## config.mk

```make
export PLATFORM = sky130hd
export DESIGN_NAME = asc_ctrl
export DESIGN_NICKNAME = d
export VERILOG_FILES = /design/src/logic/asc_pkg.sv /design/src/logic/asc_ctrl.sv
export SDC_FILE = /design/constraint.sdc
export NUM_CORES = 1
export LEC_CHECK = 0
export ABC_AREA = 1
export BUFFER_PORTS_ARGS = -buffer_cell sky130_fd_sc_hd__buf_4
export CAP_MARGIN = 10
export CORE_UTILIZATION = 35
export DETAILED_ROUTE_END_ITERATION = 7
export PLACE_DENSITY_LB_ADDON = 0.1
export SLEW_MARGIN = 20
export SYNTH_ARGS = -nofsm -noshare
export SYNTH_HDL_FRONTEND = slang
export SYNTH_SLANG_ARGS = --single-unit
```

## constraint.sdc

```tcl
create_clock -name i_clk -period 4.3 [get_ports i_clk]
set_input_delay 0.645 -clock i_clk [delete_from_list [all_inputs] [get_ports i_clk]]
set_output_delay 0.645 -clock i_clk [all_outputs]
set_load 0.02 [all_outputs]
```

## src/logic/asc_pkg.sv

```systemverilog
/*
  Constants for the serial conversion controller: frame layout,
  input word fields, reset values and timing counts.
  Assumes a 40 MHz system clock.
*/
`default_nettype none
package asc_pkg;

  // ****************************************
  // Timing
  // ****************************************
  localparam int CLK_PERIOD_NS = 25;
  // Conversion time at 1x; plain default, analog core sets the truth
  localparam int CONV_1X_NS    = 1000000;
  localparam int CONV_1X_CYC   = CONV_1X_NS / CLK_PERIOD_NS;

  // ****************************************
  // Frame and input word
  // ****************************************
  localparam int FRAME_BITS    = 24;
  localparam int IN_BITS       = 16;
  localparam int RES_W         = 17;
  localparam int FIFO_DEPTH    = 8;
  localparam logic [4:0] CNT_CH   = 5'h08;
  localparam logic [4:0] CNT_CFG  = 5'h10;
  localparam logic [4:0] CNT_LAST = 5'h17;
  localparam logic [2:0] EN_PATTERN = 3'h5;
  localparam int POS_EN_HI     = 15;
  localparam int POS_EN_LO     = 13;
  localparam int POS_CH_HI     = 12;
  localparam int POS_CH_LO     = 8;
  localparam int POS_CFG_EN    = 7;
  localparam int POS_TEMP      = 6;
  localparam int POS_REJ_HI    = 5;
  localparam int POS_REJ_LO    = 4;
  localparam int POS_SPD       = 3;
  localparam int POS_GAIN_HI   = 2;

  // ****************************************
  // Reset values
  // ****************************************
  localparam logic [4:0] RST_CHAN = 5'h00;
  localparam logic [1:0] RST_REJ  = 2'h0;
  localparam logic [2:0] RST_GAIN = 3'h0;

  typedef enum logic [2:0] {
    ST_CONV  = 3'b001,
    ST_SLEEP = 3'b010,
    ST_XFER  = 3'b100
  } asc_state_t;

endpackage
`default_nettype wire

```

## src/logic/asc_ctrl.sv

```systemverilog
/*
  Serial interface and conversion-cycle control of a 16-bit
  converter, plus the result FIFO between core and shifter.
  Assumes serial pins arrive asynchronously and the analog core
  pushes results over a valid/ready port.
*/
`timescale 1ns/10ps
`default_nettype none

// ****************************************
// Result FIFO
// ****************************************
module asc_fifo #(
  parameter int W = 8,
  parameter int D = 8
) (
  input  wire logic         i_clk,
  input  wire logic         i_rst_n,
  input  wire logic         i_valid,
  output logic              o_ready,
  input  wire logic [W-1:0] i_data,
  output logic              o_valid,
  input  wire logic         i_ready,
  output logic [W-1:0]      o_data
);
  localparam int AW = $clog2(D);
  logic [W-1:0]  mem_q [D];
  logic [AW-1:0] wr_q;
  logic [AW-1:0] rd_q;
  logic [AW:0]   cnt_q;
  logic          push;
  logic          pop;

  assign o_ready = (cnt_q != (AW+1)'(D));
  assign o_valid = (cnt_q != '0);
  assign push    = i_valid && o_ready;
  assign pop     = o_valid && i_ready;
  assign o_data  = mem_q[rd_q];

  always_ff @(posedge i_clk) begin
    if (push) begin
      mem_q[wr_q] <= i_data;
    end
  end

  always_ff @(posedge i_clk or negedge i_rst_n) begin
    if (!i_rst_n) begin
      wr_q  <= '0;
      rd_q  <= '0;
      cnt_q <= '0;
    end else begin
      if (push) begin
        wr_q <= (wr_q == AW'(D-1)) ? '0 : wr_q + 1'b1;
      end
      if (pop) begin
        rd_q <= (rd_q == AW'(D-1)) ? '0 : rd_q + 1'b1;
      end
      cnt_q <= cnt_q + (AW+1)'(push) - (AW+1)'(pop);
    end
  end
endmodule

// ****************************************
// Controller
// ****************************************
module asc_ctrl
  import asc_pkg::*;
#(
  parameter int P_CONV_CYC = CONV_1X_CYC
) (
  input  wire logic             i_clk,
  input  wire logic             i_rst_n,
  input  wire logic             i_cs_n,
  input  wire logic             i_sck,
  input  wire logic             i_sdi,
  input  wire logic             i_oscillator_pin,
  output logic                  o_sdo,
  output logic                  o_sdo_oe,
  input  wire logic             i_res_valid,
  output logic                  o_res_ready,
  input  wire logic [RES_W-1:0] i_res_data,
  output logic                  o_conv_start,
  output logic [4:0]            o_chan,
  output logic                  o_temp_input_sel,
  output logic [1:0]            o_line_reject_sel,
  output logic                  o_rate_double_sel,
  output logic                  o_autocal_en,
  output logic [2:0]            o_gain_sel,
  output logic [3:0]            o_gain_log2,
  output logic                  o_osc_ext,
  output logic                  o_int_sck_mode,
  output logic                  o_sleep
);
  // ****************************************
  // Pin synchronisers and edges
  // ****************************************
  logic [3:0] s1_q;
  logic [3:0] s2_q;
  logic       sck_p_q;
  logic       cs_p_q;
  logic       cs_n_s;
  logic       sck_s;
  logic       sdi_s;
  logic       sck_rise;
  logic       sck_fall;
  logic       cs_rise;
  logic       cs_fall;

  always_ff @(posedge i_clk or negedge i_rst_n) begin
    if (!i_rst_n) begin
      // Serial clock resets to its idle low level: no false edge
      s1_q    <= 4'hD;
      s2_q    <= 4'hD;
      sck_p_q <= 1'b0;
      cs_p_q  <= 1'b1;
    end else begin
      s1_q    <= {i_oscillator_pin, i_sdi, i_sck, i_cs_n};
      s2_q    <= s1_q;
      sck_p_q <= s2_q[1];
      cs_p_q  <= s2_q[0];
    end
  end

  assign cs_n_s   = s2_q[0];
  assign sck_s    = s2_q[1];
  assign sdi_s    = s2_q[2];
  assign sck_rise = sck_s && !sck_p_q;
  assign sck_fall = !sck_s && sck_p_q;
  assign cs_rise  = cs_n_s && !cs_p_q;
  assign cs_fall  = !cs_n_s && cs_p_q;
  assign o_osc_ext = s2_q[3];

  // ****************************************
  // Clock mode strap
  // ****************************************
  // Strap taken three cycles after release, once synchronisers settle
  logic       strap_done_q;
  logic [1:0] strap_wait_q;
  logic       int_mode_q;

  always_ff @(posedge i_clk or negedge i_rst_n) begin
    if (!i_rst_n) begin
      strap_wait_q <= 2'h0;
      strap_done_q <= 1'b0;
      int_mode_q   <= 1'b0;
    end else if (!strap_done_q) begin
      strap_wait_q <= strap_wait_q + 2'h1;
      if (strap_wait_q == 2'h2) begin
        strap_done_q <= 1'b1;
        int_mode_q   <= sck_s;
      end
    end else if (cs_fall) begin
      int_mode_q <= sck_s;
    end
  end

  assign o_int_sck_mode = int_mode_q;

  // ****************************************
  // Result FIFO
  // ****************************************
  logic             rf_valid;
  logic             rf_ready;
  logic [RES_W-1:0] rf_data;

  asc_fifo #(
    .W (RES_W),
    .D (FIFO_DEPTH)
  ) u_fifo (
    .i_clk   (i_clk),
    .i_rst_n (i_rst_n),
    .i_valid (i_res_valid),
    .o_ready (o_res_ready),
    .i_data  (i_res_data),
    .o_valid (rf_valid),
    .i_ready (rf_ready),
    .o_data  (rf_data)
  );

  // ****************************************
  // Conversion cycle state
  // ****************************************
  asc_state_t st_q;
  logic [31:0] cnt_q;
  logic [4:0]  nfall_q;
  logic [4:0]  nrise_q;
  logic        conv_done;
  logic        frame_end;
  logic        abort;
  logic        start;
  logic        wake;

  // Conversion waits on the core; an empty FIFO stretches it
  assign conv_done = (st_q == ST_CONV) && (cnt_q == '0) && rf_valid;
  assign rf_ready  = conv_done;
  assign wake      = (st_q == ST_SLEEP) && sck_rise && !cs_n_s
                     && !int_mode_q && strap_done_q;
  assign frame_end = (st_q == ST_XFER) && sck_fall
                     && (nfall_q == CNT_LAST);
  assign abort     = (st_q == ST_XFER) && cs_rise;
  assign start     = frame_end || abort;

  always_ff @(posedge i_clk or negedge i_rst_n) begin
    if (!i_rst_n) begin
      st_q <= ST_CONV;
    end else begin
      unique case (st_q)
        ST_CONV: begin
          if (conv_done) begin
            st_q <= ST_SLEEP;
          end
        end
        ST_SLEEP: begin
          if (wake) begin
            st_q <= ST_XFER;
          end
        end
        ST_XFER: begin
          if (start) begin
            st_q <= ST_CONV;
          end
        end
      endcase
    end
  end

  // ****************************************
  // Shift registers and edge counts
  // ****************************************
  logic [FRAME_BITS-1:0] out_q;
  logic [IN_BITS-1:0]    in_q;

  always_ff @(posedge i_clk or negedge i_rst_n) begin
    if (!i_rst_n) begin
      out_q   <= '0;
      in_q    <= '0;
      nfall_q <= '0;
      nrise_q <= '0;
    end else begin
      if (conv_done) begin
        // Flag low, spare zero, sign and data, zero pad
        out_q   <= {2'b00, rf_data, 5'h00};
        nfall_q <= '0;
        nrise_q <= '0;
      end else if (wake || (st_q == ST_XFER && sck_rise)) begin
        if (nrise_q < 5'(IN_BITS)) begin
          in_q[4'(IN_BITS - 1 - int'(nrise_q))] <= sdi_s;
        end
        if (nrise_q != 5'h1F) begin
          nrise_q <= nrise_q + 5'h01;
        end
      end else if (st_q == ST_XFER && sck_fall) begin
        out_q   <= {out_q[FRAME_BITS-2:0], 1'b0};
        nfall_q <= nfall_q + 5'h01;
      end
    end
  end

  // ****************************************
  // Channel and configuration
  // ****************************************
  logic [4:0] chan_q;
  logic       temp_q;
  logic [1:0] rej_q;
  logic       spd_q;
  logic [2:0] gain_q;
  logic       ch_ok;
  logic       cfg_ok;
  logic       ld_ch;
  logic       ld_cfg;

  assign ch_ok  = in_q[POS_EN_HI:POS_EN_LO] == EN_PATTERN;
  assign cfg_ok = ch_ok && in_q[POS_CFG_EN];
  assign ld_ch  = start && ch_ok && (frame_end || nfall_q >= CNT_CH);
  assign ld_cfg = start && cfg_ok && (frame_end || nfall_q >= CNT_CFG);

  always_ff @(posedge i_clk or negedge i_rst_n) begin
    if (!i_rst_n) begin
      chan_q <= RST_CHAN;
      temp_q <= 1'b0;
      rej_q  <= RST_REJ;
      spd_q  <= 1'b0;
      gain_q <= RST_GAIN;
    end else begin
      if (ld_ch) begin
        chan_q <= in_q[POS_CH_HI:POS_CH_LO];
      end
      if (ld_cfg) begin
        temp_q <= in_q[POS_TEMP];
        rej_q  <= in_q[POS_REJ_HI:POS_REJ_LO];
        spd_q  <= in_q[POS_SPD];
        gain_q <= in_q[POS_GAIN_HI:0];
      end
    end
  end

  // ****************************************
  // Settings to the core, latched one cycle after start
  // ****************************************
  // Latching here keeps a mid-frame load off the running conversion
  logic eff_dbl;
  logic conv_go_q;

  assign eff_dbl = spd_q && !temp_q;

  always_ff @(posedge i_clk or negedge i_rst_n) begin
    if (!i_rst_n) begin
      conv_go_q         <= 1'b0;
      o_chan            <= RST_CHAN;
      o_temp_input_sel  <= 1'b0;
      o_line_reject_sel <= RST_REJ;
      o_rate_double_sel <= 1'b0;
      o_autocal_en      <= 1'b1;
      o_gain_sel        <= RST_GAIN;
      o_gain_log2       <= 4'h0;
    end else begin
      conv_go_q <= start;
      if (conv_go_q) begin
        o_chan            <= chan_q;
        o_temp_input_sel  <= temp_q;
        o_line_reject_sel <= rej_q;
        o_rate_double_sel <= eff_dbl;
        o_autocal_en      <= !eff_dbl;
        o_gain_sel        <= gain_q;
        // 1x skips gain 2; 2x tops out at 128
        if (eff_dbl || gain_q == 3'h0) begin
          o_gain_log2 <= {1'b0, gain_q};
        end else begin
          o_gain_log2 <= {1'b0, gain_q} + 4'h1;
        end
      end
    end
  end

  assign o_conv_start = conv_go_q;

  // Counter reloads with start; core result is settled per cycle
  always_ff @(posedge i_clk or negedge i_rst_n) begin
    if (!i_rst_n) begin
      cnt_q <= 32'(P_CONV_CYC - 1);
    end else if (start) begin
      cnt_q <= eff_dbl ? 32'(P_CONV_CYC / 2 - 1)
                       : 32'(P_CONV_CYC - 1);
    end else if (st_q == ST_CONV && cnt_q != '0) begin
      cnt_q <= cnt_q - 32'h1;
    end
  end

  // ****************************************
  // Data output pin
  // ****************************************
  assign o_sdo_oe = !cs_n_s;
  assign o_sdo    = (st_q == ST_CONV) ? 1'b1
                    : out_q[FRAME_BITS-1];
  assign o_sleep  = (st_q == ST_SLEEP);
endmodule
`default_nettype wire

```

==> Yosys cells after proc, flatten, opt, wreduce, memory -nomap -nowiden <==
Memories as Yosys holds them, arrays and structs flattened.
Index checks and enable logic that the tools add are counted.
{ "totals": {"reg_bits": 139, "ram_bits": 136, "in_bits": 24, "out_inout_bits": 24, "wordCells": 141, "n_memories": 1} }
{ "mem_list": {"columns": ["name", "depth", "word_bits", "rd", "rd_ports_with_merged_regs", "wr", "line_no", "rtl"], "rows": [
  ["u_fifo.mem_q", 8, 17, 1, 0, 1, "asc_ctrl.sv:27", "logic [W-1:0] mem_q [D];"]
]} }
{ "classes": {"add_sub_neg": 10, "magnitude_cmp": 5, "n_eq_ne": 15, "mux": 30, "n_bitwise": 1, "n_reduce_logical": 50} }
{ "ops": {"columns": ["cell", "n"], "rows": [
  ["2-to-1 mux 24 bit", 3],
  ["2-to-1 mux 32 bit", 2],
  ["zero test 32 bit", 1],
  ["nonzero test 32 bit", 1],
  ["subtractor 32 x 1 -> 32 bit (second input constant)", 1],
  ["2-to-1 mux 5 bit", 6],
  ["logical AND 1 bit", 24],
  ["bitwise mux 16 bit", 1],
  ["2-to-1 mux 16 bit", 1],
  ["2-to-1 mux 3 bit", 5],
  ["equality test 3 bit (second input constant)", 4],
  ["adder 5 x 1 -> 5 bit (second input constant)", 2],
  ["nonzero test 2 bit", 5],
  ["2-to-1 mux 1 bit", 9],
  ["one-hot mux 3 bit (3 select lines)", 1],
  ["zero test 1 bit", 7],
  ["adder 3 x 1 -> 3 bit (second input constant)", 2],
  ["< comparator 4 x 6 -> 1 bit (second input constant)", 1],
  ["inequality test 2 x 1 -> 1 bit (second input constant)", 3],
  ["AND reduction 2 bit", 3],
  ["AND reduction 3 bit", 2],
  ["equality test 5 bit (second input constant)", 1],
  [">= comparator 5 x 4 -> 1 bit (second input constant)", 1],
  [">= comparator 5 bit (second input constant)", 1],
  ["other kinds (19)", 24]
]} }

==> Depth between registers and ports, before layout <==
{ "depth": {"word_depth": 9, "depth_mapped": 14, "mapped_depth_nobuf": 14} }

==> By module <==
A second synthesis with hierarchy kept.
{ "unflattened": {"hier_cells": 1482, "hier_area_um2": 12998.7} }
{ "by_module_without_submodules": {"columns": ["mod", "n_inst", "cells_per_inst", "area_per_inst_um2", "seq_area_each_um2"], "rows": [
  ["asc_fifo", 1, 660, 6537.5, 4334.2],
  ["asc_ctrl", 1, 822, 6461.2, 3126.7]
]} }

==> Worst setup path before layout <==
No wires, ideal clock.
{ "synth_timing": {"path_type": "reg-to-reg", "start": "register u_fifo.cnt_q[2]", "end": "memory u_fifo.mem_q[0][0] (netlist bit), enable pin", "setup_ns": 0.390, "t_arrival_ns": 1.916, "required_ns": 3.910, "path_slack_ns": 1.993, "stages_incl_launch_ff": 7, "n_path_buf": 0, "period_less_slack_ns": 2.307, "cell_sequence": "dfrtp_1 inv_1 ha_1 nand3_1 nand2_1 or2_2 nor2_1"} }
{ "synth_via": {"elab_chain_len": 4} }
{ "synth_rtl": {"columns": ["element", "line_no", "rtl"], "rows": [
  ["start: declaration", "asc_ctrl.sv:30", "logic [AW:0] cnt_q;"],
  ["start signal: assignment", "asc_ctrl.sv:58", "cnt_q <= cnt_q + (AW+1)'(push) - (AW+1)'(pop);"],
  ["inequality test 4 bit", "asc_ctrl.sv:34", "assign o_ready = (cnt_q != (AW+1)'(D));"],
  ["via o_res_ready", "asc_ctrl.sv:80", "output logic o_res_ready,"],
  ["logical AND 1 bit", "asc_ctrl.sv:36", "assign push = i_valid && o_ready;"],
  ["2-to-1 mux 1 bit", "asc_ctrl.sv:41", "if (push) begin"],
  ["2-to-1 mux 1 bit (implied by the code)", "asc_ctrl.sv:42", "mem_q[wr_q] <= i_data;"],
  ["end: declaration", "asc_ctrl.sv:27", null]
]} }
The timed path passes the listed nets, and every way through them passes these cells.

==> Final worst setup path <==
{ "layout_timing": {"start": "register cnt_q[25]", "end": "register u_fifo.cnt_q[2]"} }
{ "layout_via": {"elab_chain_len": 5} }
{ "layout_rtl": {"columns": ["element", "line_no", "rtl"], "rows": [
  ["start: declaration", "asc_ctrl.sv:184", "logic [31:0] cnt_q;"],
  ["start signal: assignment", "asc_ctrl.sv:340", "cnt_q <= 32'(P_CONV_CYC - 1);"],
  ["start signal: assignment", "asc_ctrl.sv:342", "cnt_q <= eff_dbl ? 32'(P_CONV_CYC / 2 - 1)"],
  ["start signal: assignment", "asc_ctrl.sv:345", "cnt_q <= cnt_q - 32'h1;"],
  ["zero test 32 bit", "asc_ctrl.sv:194", "assign conv_done = (st_q == ST_CONV) && (cnt_q == '0) && rf_valid;"],
  ["logical AND 1 bit (2 in a row)", "asc_ctrl.sv:194", null],
  ["logical AND 1 bit", "asc_ctrl.sv:37", "assign pop = o_valid && i_ready;"],
  ["via u_fifo.pop", "asc_ctrl.sv:32", "logic pop;"],
  ["subtractor 4 x 1 -> 4 bit", "asc_ctrl.sv:58", null]
]} }
The timed path passes the listed nets, and every way through them passes these cells.
A chain may end at the register's enable or synchronous reset.

==> reports/qor.yml <==
worstSkewPairLatency_ps: 560
synthTopCellsByArea: "edfxtp_1 34%, dfrtp_1 24%, nand2_1 9.7%, nor2_1 5.3%, o21ai_0 4.6%"
syn-cell-area_um2: 11900
h-tree-depth: 1
cp.required_ps: 4750
hold_violations: 0
cpPeakStageDelay_ps: 430
rsz0062_at_grt: "false"
num_rows: 67
start_kind: "flop"
syn_inst: 1234
critPathMostFrequentCell: "inv_1"
arrival_ps: 3190
netSwitchingFraction_pct: 37.5
gr-total-overflow: 0
worst_slew_pin_slew_ps: 935
die_h_um: 187
cts_resized: 0
syn_nets: 1281
cts_setup_buffers: 0
wl_mm: 27.9
synthAdderAreaFrac_pct: 2.48
status: "finished, final reports clean"
combPwrFrac_pct: 34.1
power-per-cell-area_nw_per_um2: 656
vias: 8411
dpl.hpwl_mm: 17.1
ys_top_cells_by_count: "307 x nand2_1, 167 x nor2_1, 136 x edfxtp_1"
seqPwrFrac_pct: 36.9
clock_sinks: 270
design.core.area_um2: 33500
area_delta_synth_final_pct: 15.6
fin_nets: 1326
ios: 48
dp_slack_ps: 1500
layout_setup_ws_ps: 1560
ir_drop_mv: 0.391
port_buffers: 47
final.setup.tns_ps: 0
fin_cells: 1752
worstPathCellList: "nor2_1 > nand2_1 > nor2_1 > nand2_1 > nor2_2 > nand3_1 > inv_1 > ha_1 > inv_1 > ha_1 > inv_1 > fa_1 > xnor2_1"
cts_hold_buf: 0
synth_ff_type: "edfxtp_1"
drc_errors: 0
finalMaxSlewViolations: 0
grt_pass1_wl_mm: 45.5
yosys.area_share.simple_pct: 21.0
slowest_stage: "dfrtp_1"
synth_compound_area_share_pct: 8.47
slew_headroom_pct: 37.6
synth_top_family_by_area: "simple AND/OR/NAND/NOR gates"
period_needed_ps: 2740
gp_congestion: 0.911
post-route-period-util_pct: 63.8
antenna_left: 0
grt_use_total_pct: 16.4
rr_startpoint: "cnt_q[25]"
drtIter0Drc: 444
grt_max_degree: 84
yosysTopAreaCellShare_pct: 34.2
path_delay_family: "simple AND/OR/NAND/NOR gates"
yosysSeqAreaShare_pct: 62.6
p_clk_share_pct: 28.9
antenna_found_initial: 0
async_flop_share_pct: 49.6
dieArea_um2: 34800
die_x_um: 187
fin_util_pct: 41.1
path_clk_slew_ps: 60
grt_pass1_vias: 8207
drv_cap: 0
dr.pass1.iters: 6
synth-xor-area-share_pct: 0.661
synth_top_area_cell: "edfxtp_1"
power.leakage_nw: 6.00
via_per_inst: 4.80
start_util_pct: 35.6
placedCellCount: 1694
numCtsBuffers: 31
power_w: 0.00904
clock.fmax_ghz: 0.365
synth_edf_count: 136
ys_warn_count: 0
holdCritPathClass: "in -> async"
skew_ps: 9.87
synth.avg_cell_area_um2: 9.66
diodes: 0
internal_power_w: 0.00565
ys_ff_latch: 270
cts_tree: "built"
yosysMostFrequentCell: "nand2_1"
synth_mux_area_share_pct: 0
root_buffer: "clkbuf_16"
drive_gt1_share_pct: 12.3
critical_path_class: "reg -> reg"
clockBufferDepth: 3
wl_per_cell_um: 16.0
path_max_fanout: 5
setup_viol: 0
crit_buf_inv: 3
power.switching_w: 0.00339
synthDistinctLibCells: 40
end_kind: "flop"
startpoint: "cnt_q[25]"
state kept, by name (all words and copies together) (netlist names), 5 cells and up:
signal	count
cnt_q	32
nfall_q	5
u_fifo.mem_q	136
chan_q	5
out_q	19
in_q	16
o_chan	5
nrise_q	5
cells in the final DEF (no fill, tap or decap), drive strengths merged, types with 2 or more instances in the layout:
master	instances
a21oi	14
buf	65
bufinv	4
clkbuf	33
clkinv	18
clkinvlp	3
dfrtp	115
dfstp	19
edfxtp	136
ha	22
inv	92
nand2	309
nand3	95
nand4	19
nor2	171
nor3	5
o211ai	2
o21a	2
o21ai	121
o21bai	9
o22ai	32
or2	4
xnor2	5
xor2	4
stage by stage:
step / area (µm²) / hold slack [ps]
floorplan: 11900 / 331
global placement: 12800 / 346
detailed placement: 12800 / 348
CTS: 13800 / 149
global route: 13800 / 159
finish: 13800 / 137
worst reg2reg max path: stages (launching register included):
cell     delay (ps)
dfrtp_1         430
nor2_1          250
nand2_1          80
nor2_1          210
nand2_1         150
nor2_2          170
nand3_1         230
inv_1           110
ha_1            230
inv_1            50
ha_1            140
inv_1            60
fa_1            390
xnor2_1         140
power by group through the flow:
stage	combinational (W)	clock (W)	sequential, W
after detailed placement	0.00310	0	0.00338
final	0.00308	0.00262	0.00334
after global routing	0.00351	0.00279	0.00338
after global placement	0.00309	0	0.00338
after CTS	0.00311	0.00270	0.00334
after floorplan	0.00218	0	0.00335
area by class of cell:
| class | instances | area, µm² |
|---|---|---|
| inverter | 92 | 345 |
| sequential | 270 | 7460 |
| multi-input combinational | 819 | 3910 |
| clock inverter | 25 | 230 |
| clock buffer | 33 | 783 |
| fill | 3353 | 19700 |
| tap | 448 | 561 |
| timing repair buffer | 65 | 492 |
path summary, 6_finish.rpt:
check	to	slack, ps	cells past startpoint
setup / recovery	u_fifo.cnt_q[2]	1560	13
hold / removal	cnt_q[17]	140	1
setup reg to reg	u_fifo.cnt_q[2]	1560	13
hold reg to reg	s2_q[2]	350	0
max in group asynchronous	s2_q[3]	3200	2
min in group i_clk	s1_q[3]	190	1
routing by layer:
metal / global-route usage [%] / vias to the layer above / share of wire [%]
met1: 22.4 / 4013 / 48
li1: - / 4218 / -
met5: 0 / - / 0
met3: 2.56 / 48 / 3.5
met2: 27.1 / 132 / 46
met4: 4.29 / 0 / 2.4
cell families (layout without fill, tap and decap cells):
group,count (synthesis),after routing
flops,270,270
xor+xnor,9,9
simple gates,605,605
buf+inv,145,215
fa+ha+maj,23,23
compound gates,182,182
(Power assumes the default switching activity.)
